[config.mk]
export PLATFORM = sky130hd
export DESIGN_NAME = osd_mode_decoder
export DESIGN_NICKNAME = d
export VERILOG_FILES = /design/src/core/osd_pkg.sv /design/src/core/osd_mode_if.sv /design/src/core/osd_decode.sv /design/src/core/osd_mode_decoder.sv
export VERILOG_INCLUDE_DIRS = /design/src /design/src/core
export SDC_FILE = /design/constraint.sdc
export NUM_CORES = 1
export LEC_CHECK = 0
export BUFFER_PORTS_ARGS = -buffer_cell sky130_fd_sc_hd__buf_2
export CORE_MARGIN = 3
export CORE_UTILIZATION = 35
export CTS_BUF_LIST = sky130_fd_sc_hd__clkbuf_4 sky130_fd_sc_hd__clkbuf_8
export CTS_CLUSTER_SIZE = 40
export DETAILED_ROUTE_END_ITERATION = 7
export MAX_ROUTING_LAYER = met4
export SYNTH_ARGS = -nofsm -noshare
export SYNTH_HDL_FRONTEND = slang
export SYNTH_SLANG_ARGS = --single-unit
[constraint.sdc]
create_clock -name mclk -period 1.1 [get_ports mclk]
set_input_delay 0.22 -clock mclk [delete_from_list [all_inputs] [get_ports mclk]]
set_output_delay 0.22 -clock mclk [all_outputs]
set_load 0.01 [all_outputs]
[src/core/osd_regs.svh]
`ifndef OSD_REGS_SVH
`define OSD_REGS_SVH

// -------------------------------------------------------------
// Strap codes {test, clock, input, execute}
// -------------------------------------------------------------
`define OSD_CODE_NORMAL    4'h0
`define OSD_CODE_ISOLATE   4'h7
`define OSD_CODE_FULLDOWN  4'hF
`define OSD_CODE_XORTREE   4'h8
`define OSD_CODE_WIDTH     4

`endif

[src/core/osd_pkg.sv]
package osd_pkg;

  typedef enum logic [2:0] {
    OSD_NORMAL,
    OSD_ISOLATE,
    OSD_FULLDOWN,
    OSD_XORTREE,
    OSD_RESERVED
  } osd_mode_t;

endpackage

[src/core/osd_mode_if.sv]
`timescale 1ns/10ps
interface osd_mode_if;
  import osd_pkg::*;
  logic [3:0] strapCode;
  osd_mode_t  mode;
  modport decoder (input strapCode, output mode);
  modport user    (output strapCode, input mode);
endinterface

[src/core/osd_decode.sv]
`timescale 1ns/10ps
`include "osd_regs.svh"
module osd_decode (
  osd_mode_if.decoder modeBus
);
  import osd_pkg::*;

  function automatic osd_mode_t decodeMode(input logic [3:0] code);
    case (code)
      `OSD_CODE_NORMAL:   decodeMode = OSD_NORMAL;
      `OSD_CODE_ISOLATE:  decodeMode = OSD_ISOLATE;
      `OSD_CODE_FULLDOWN: decodeMode = OSD_FULLDOWN;
      `OSD_CODE_XORTREE:  decodeMode = OSD_XORTREE;
      default:            decodeMode = OSD_RESERVED;
    endcase
  endfunction

  always_comb begin
    modeBus.mode = decodeMode(modeBus.strapCode);
  end
endmodule

[src/core/osd_mode_decoder.sv]
`timescale 1ns/10ps
`include "osd_regs.svh"
// Notes on behaviour
// - Operating mode comes only from the four strap pins.
// - All straps low selects normal mode; reserved codes fall back to normal mode.
// - Test low, isolates high: outputs tri-stated and powered down.
// - All straps high: outputs tri-stated and fully powered down.
// - Test high, isolates low: XOR tree test mode, outputs tri-stated.
module osd_mode_decoder
  import osd_pkg::*;
(
  // Clock and reset
  input  wire logic      mclk,
  input  wire logic      reset,
  // Strap pins
  input  wire logic      test_enable_strap,
  input  wire logic      isolate_clock_strap,
  input  wire logic      isolate_input_strap,
  input  wire logic      isolate_execute_strap,
  // Mode outputs
  output osd_pkg::osd_mode_t mode,
  output logic           outputTristate,
  output logic           powerDown,
  output logic           fullPowerDown,
  output logic           xorTreeEnable,
  output logic           reservedStrap
);
  import osd_pkg::*;

  // -----------------------------------------------------------
  // Pin synchronisers
  // -----------------------------------------------------------
  // Straps come from outside the clock domain, hence two stages.
  // A strap pulse shorter than a cycle may be missed; straps are static.
  logic [3:0] strapMeta_r;
  logic [3:0] strapMeta_nxt;
  logic [3:0] strapSync_r;
  logic [3:0] strapSync_nxt;

  always_comb begin
    strapMeta_nxt = {test_enable_strap, isolate_clock_strap,
                     isolate_input_strap, isolate_execute_strap};
    strapSync_nxt = strapMeta_r;
  end

  always_ff @(posedge mclk or posedge reset) begin
    if (reset) begin
      strapMeta_r <= `OSD_CODE_NORMAL;
      strapSync_r <= `OSD_CODE_NORMAL;
    end else begin
      strapMeta_r <= strapMeta_nxt;
      strapSync_r <= strapSync_nxt;
    end
  end

  // -----------------------------------------------------------
  // Decode
  // -----------------------------------------------------------
  osd_mode_if modeBus ();
  assign modeBus.strapCode = strapSync_r;

  osd_decode osd_decode_inst (
    .modeBus (modeBus.decoder)
  );

  // -----------------------------------------------------------
  // Output enables
  // -----------------------------------------------------------
  // Registered so outputs never glitch across a strap change.
  // Costs one cycle of latency; harmless, since straps are static.
  osd_mode_t mode_r;
  osd_mode_t mode_nxt;
  logic      outputTristate_r;
  logic      outputTristate_nxt;
  logic      powerDown_r;
  logic      powerDown_nxt;
  logic      fullPowerDown_r;
  logic      fullPowerDown_nxt;
  logic      xorTreeEnable_r;
  logic      xorTreeEnable_nxt;
  logic      reservedStrap_r;
  logic      reservedStrap_nxt;

  always_comb begin
    mode_nxt           = modeBus.mode;
    outputTristate_nxt = 1'b0;
    powerDown_nxt      = 1'b0;
    fullPowerDown_nxt  = 1'b0;
    xorTreeEnable_nxt  = 1'b0;
    reservedStrap_nxt  = 1'b0;
    case (modeBus.mode)
      OSD_NORMAL: begin
        outputTristate_nxt = 1'b0;
      end
      OSD_ISOLATE: begin
        outputTristate_nxt = 1'b1;
        powerDown_nxt      = 1'b1;
      end
      OSD_FULLDOWN: begin
        outputTristate_nxt = 1'b1;
        powerDown_nxt      = 1'b1;
        fullPowerDown_nxt  = 1'b1;
      end
      OSD_XORTREE: begin
        outputTristate_nxt = 1'b1;
        xorTreeEnable_nxt  = 1'b1;
      end
      default: begin
        // Unknown straps must not leave the part half powered down
        mode_nxt          = OSD_NORMAL;
        reservedStrap_nxt = 1'b1;
      end
    endcase
  end

  always_ff @(posedge mclk or posedge reset) begin
    if (reset) begin
      mode_r           <= OSD_NORMAL;
      outputTristate_r <= 1'b0;
      powerDown_r      <= 1'b0;
      fullPowerDown_r  <= 1'b0;
      xorTreeEnable_r  <= 1'b0;
      reservedStrap_r  <= 1'b0;
    end else begin
      mode_r           <= mode_nxt;
      outputTristate_r <= outputTristate_nxt;
      powerDown_r      <= powerDown_nxt;
      fullPowerDown_r  <= fullPowerDown_nxt;
      xorTreeEnable_r  <= xorTreeEnable_nxt;
      reservedStrap_r  <= reservedStrap_nxt;
    end
  end

  assign mode           = mode_r;
  assign outputTristate = outputTristate_r;
  assign powerDown      = powerDown_r;
  assign fullPowerDown  = fullPowerDown_r;
  assign xorTreeEnable  = xorTreeEnable_r;
  assign reservedStrap  = reservedStrap_r;
endmodule

==> qor.txt <==
Crit path cell chain - or4b_4 -> o21ai_2
Final period util - 98.7%
Kind of critical path - reg2reg
Vias/cell - 4.39
DR pass1 iterations - 4
Top_reg_cell synth - dfrtp_1
Sequential share of power - 64.6%
Place WS - 0.0106 ns
Final worst path period need - 1.09 ns
Total grt overflow - 0
Class of the worst hold path - in2reg
Leak - 0.336 nW
Core area - 0.00119 mm2
Final hold violations - 0
Number of buffers created by CTS - 3
Die H - 42.7 um
WL/cell - 10.0 um
Switching share of power - 20.1%
Sw Pwr - 0.194 mW
Largest net degree at the start of global routing - 17
Nets - 56
Largest cells by area after synthesis - dfrtp_1 (85%), or4b_4 (2.9%), inv_1 (2.4%), o21ai_2 (1.9%), o21a_1 (1.6%)
Clock sink count - 16
Total chip power - 0.967 mW
Synth area leader - dfrtp_1
Initial core utilization - 39.8%
H-tree Lvls - 1
Root buf cell - clkbuf_4
Detailed Route Iter0 Violations - 4
Deepest clock path buffer count - 2
Fillers - 106
Most frequent cell after synthesis - dfrtp_1
Post-Synthesis Cell Area - 472 um2
Crit-path max cell delay - 0.56 ns
Number of global-route vias before repair - 266
Slowest CP cell - or4b_4
Setup violators final - 0
Port Buffers - 13
Gate Count Post-Synth - 28
IR drop worst, VDD - 0.741 mV
CTS tree - built
# DRC - 0
CP Data Required Time - 1.30 ns
Synthesized area per cell - 16.8 um2
Routed Antenna Nets - 0
Unique cell type count in the Yosys netlist - 11
Footprint of the multi-input gates - 60.1 um2
Post-cts resize count - 0
Post-synth top area share - 84.9%
Highest clock rate - 921 MHz
Pint - 0.773 mW
Comb pwr share - 6.7%
Antenna diodes - 0
Clock slew seen by the registers of the worst setup and hold paths - 0.08 ns
Die area - 0.00182 mm2
Final slew viol count - 0
Routed vias - 272
Synth cell count leaders - dfrtp_1 (16), inv_1 (3)
Clock share of power - 28.6%
Die W - 42.7 um
Antenna violations before repair - 0
Setup Skew - 0.00430 ns
Number of synthesized flops with an enable pin - 0
FF/Latch Area - 400 um2
Crit path DAT - 1.29 ns
Worst hold slack - 0.0502 ns
Async set-reset flop share out of synthesis - 100%
Max cap viols - 0
Final GP Congestion - 0.678
Critical Path Fanout Max - 3
Status - finished clean
Post-route worst setup slack - 0.0138 ns
Worst-Skew Late Latency - 0.27 ns
CP Capture Type - flop
Buffers and inverters on the worst path - 0
Syn-to-layout area delta - 29.2%
Startpoint Class - flop
# IOs - 14
Share of layout cells above drive strength 1 - 45.8%
Unrepaired setup endpoints after global routing - true
Rows - 12
Synth Register Bits - 16
Post-synthesis sequential area ratio - 84.9%
Net count after synthesis - 34
First-pass GRT wire length - 1080 um
GRT Overall Usage - 8.48%
Synth Warn # - 0
Top Family by Delay on Critical Path - simple AND/OR/NAND/NOR gates
Pwr/cell area - 1590 mW/mm2
Total wire length - 621 um
area by class of cell:
cell class,instances,area share (%)
Timing Repair Buffer,17,16.0
Clock buffer,3,3.70
Tap cell,14,2.87
Multi-Input combinational cell,9,9.86
Inverter,3,1.85
Sequential cell,16,65.7
worst register-to-register path, delay by kind of cell (launching register included):
| family | cells | cell delay (ns) |
|---|---|---|
| AO/OA/AOI/OAI | 1 | 0.07 |
| AND/OR/NAND/NOR | 1 | 0.56 |
| flip-flops | 1 | 0.39 |
logic make-up after synthesis:
family | count (synthesis) | synth area share, %
AOI/OAI and AO/OA | 2 | 3.45
other | 1 | 0.795
buffers and inverters | 3 | 2.39
and+or+nand+nor | 6 | 8.49
DFF | 16 | 84.9
per-layer routing:
metal / track usage (%) / wire length [um]
met1: 7.65 / 213
met2: 13.5 / 337
met3: 4.66 / 70
met4: 5.59 / 0
met5: - / 0
final timing paths:
check / endpoint / startpoint / slack [ns] / cells after the start
worst min-delay path: strapMeta_r[2]$_DFF_PP0_ / isolate_clock_strap / 0.05 / 1
worst min register to register: modeBus.strapCode[3]$_DFF_PP0_ / strapMeta_r[3]$_DFF_PP0_ / 0.35 / 0
max in group asynchronous: reservedStrap$_DFF_PP0_ / reset / 0.44 / 4
worst max-delay path: mode[0]$_DFF_PP0_ / modeBus.strapCode[2]$_DFF_PP0_ / 0.01 / 2
worst max register to register: mode[0]$_DFF_PP0_ / modeBus.strapCode[2]$_DFF_PP0_ / 0.01 / 2
min in group asynchronous: modeBus.strapCode[1]$_DFF_PP0_ / reset / 0.48 / 4
flip-flops by register name, indices dropped and copies added, names as in the netlist:
name and flops:
fullPowerDown 1, powerDown 1, outputTristate 1, modeBus.strapCode 4, xorTreeEnable 1, strapMeta_r 4, mode 3, reservedStrap 1
metrics by stage:
stage	TNS [ns]	cell area (um2)	instances	utilization, %
after CTS	0	609	62	51.4
final	0	609	62	51.4
after detailed placement	0	569	57	48.0
after floorplan	0	472	28	-
after global routing	-0.0159	609	62	51.4
after global placement	0	569	57	48.0
power by group through the flow:
stage / combinational, mW / sequential [mW] / clock [mW]
after global placement: 0.0589 / 0.635 / 0
after CTS: 0.0671 / 0.625 / 0.292
after detailed placement: 0.0612 / 0.638 / 0
after global routing: 0.0736 / 0.628 / 0.328
after floorplan: 0.0210 / 0.644 / 0
final: 0.0653 / 0.625 / 0.277
placed cells by master, fill, tap and decap left out:
cell type	synthesis	routed
nor2_1	1	1
dlygate4sd3_1	0	1
dfrtp_1	16	16
or4b_4	1	1
buf_2	0	13
and2_1	1	1
inv_1	3	3
clkbuf_4	0	3
nand3_1	1	1
buf_4	0	3
o21ai_2	1	1
o21a_1	1	1
nand2_2	1	1
conb_1	1	1
nor3_1	1	1
timing repair:
item	CTS	global route
endpoints found under the setup margin	2	2
endpoints found under the hold margin	16	0
buffers inserted	1	0
hold buffers	1	0
pin swaps	0	1
cloned	0	0
No activity file was read; power rests on OpenSTA's default activity.
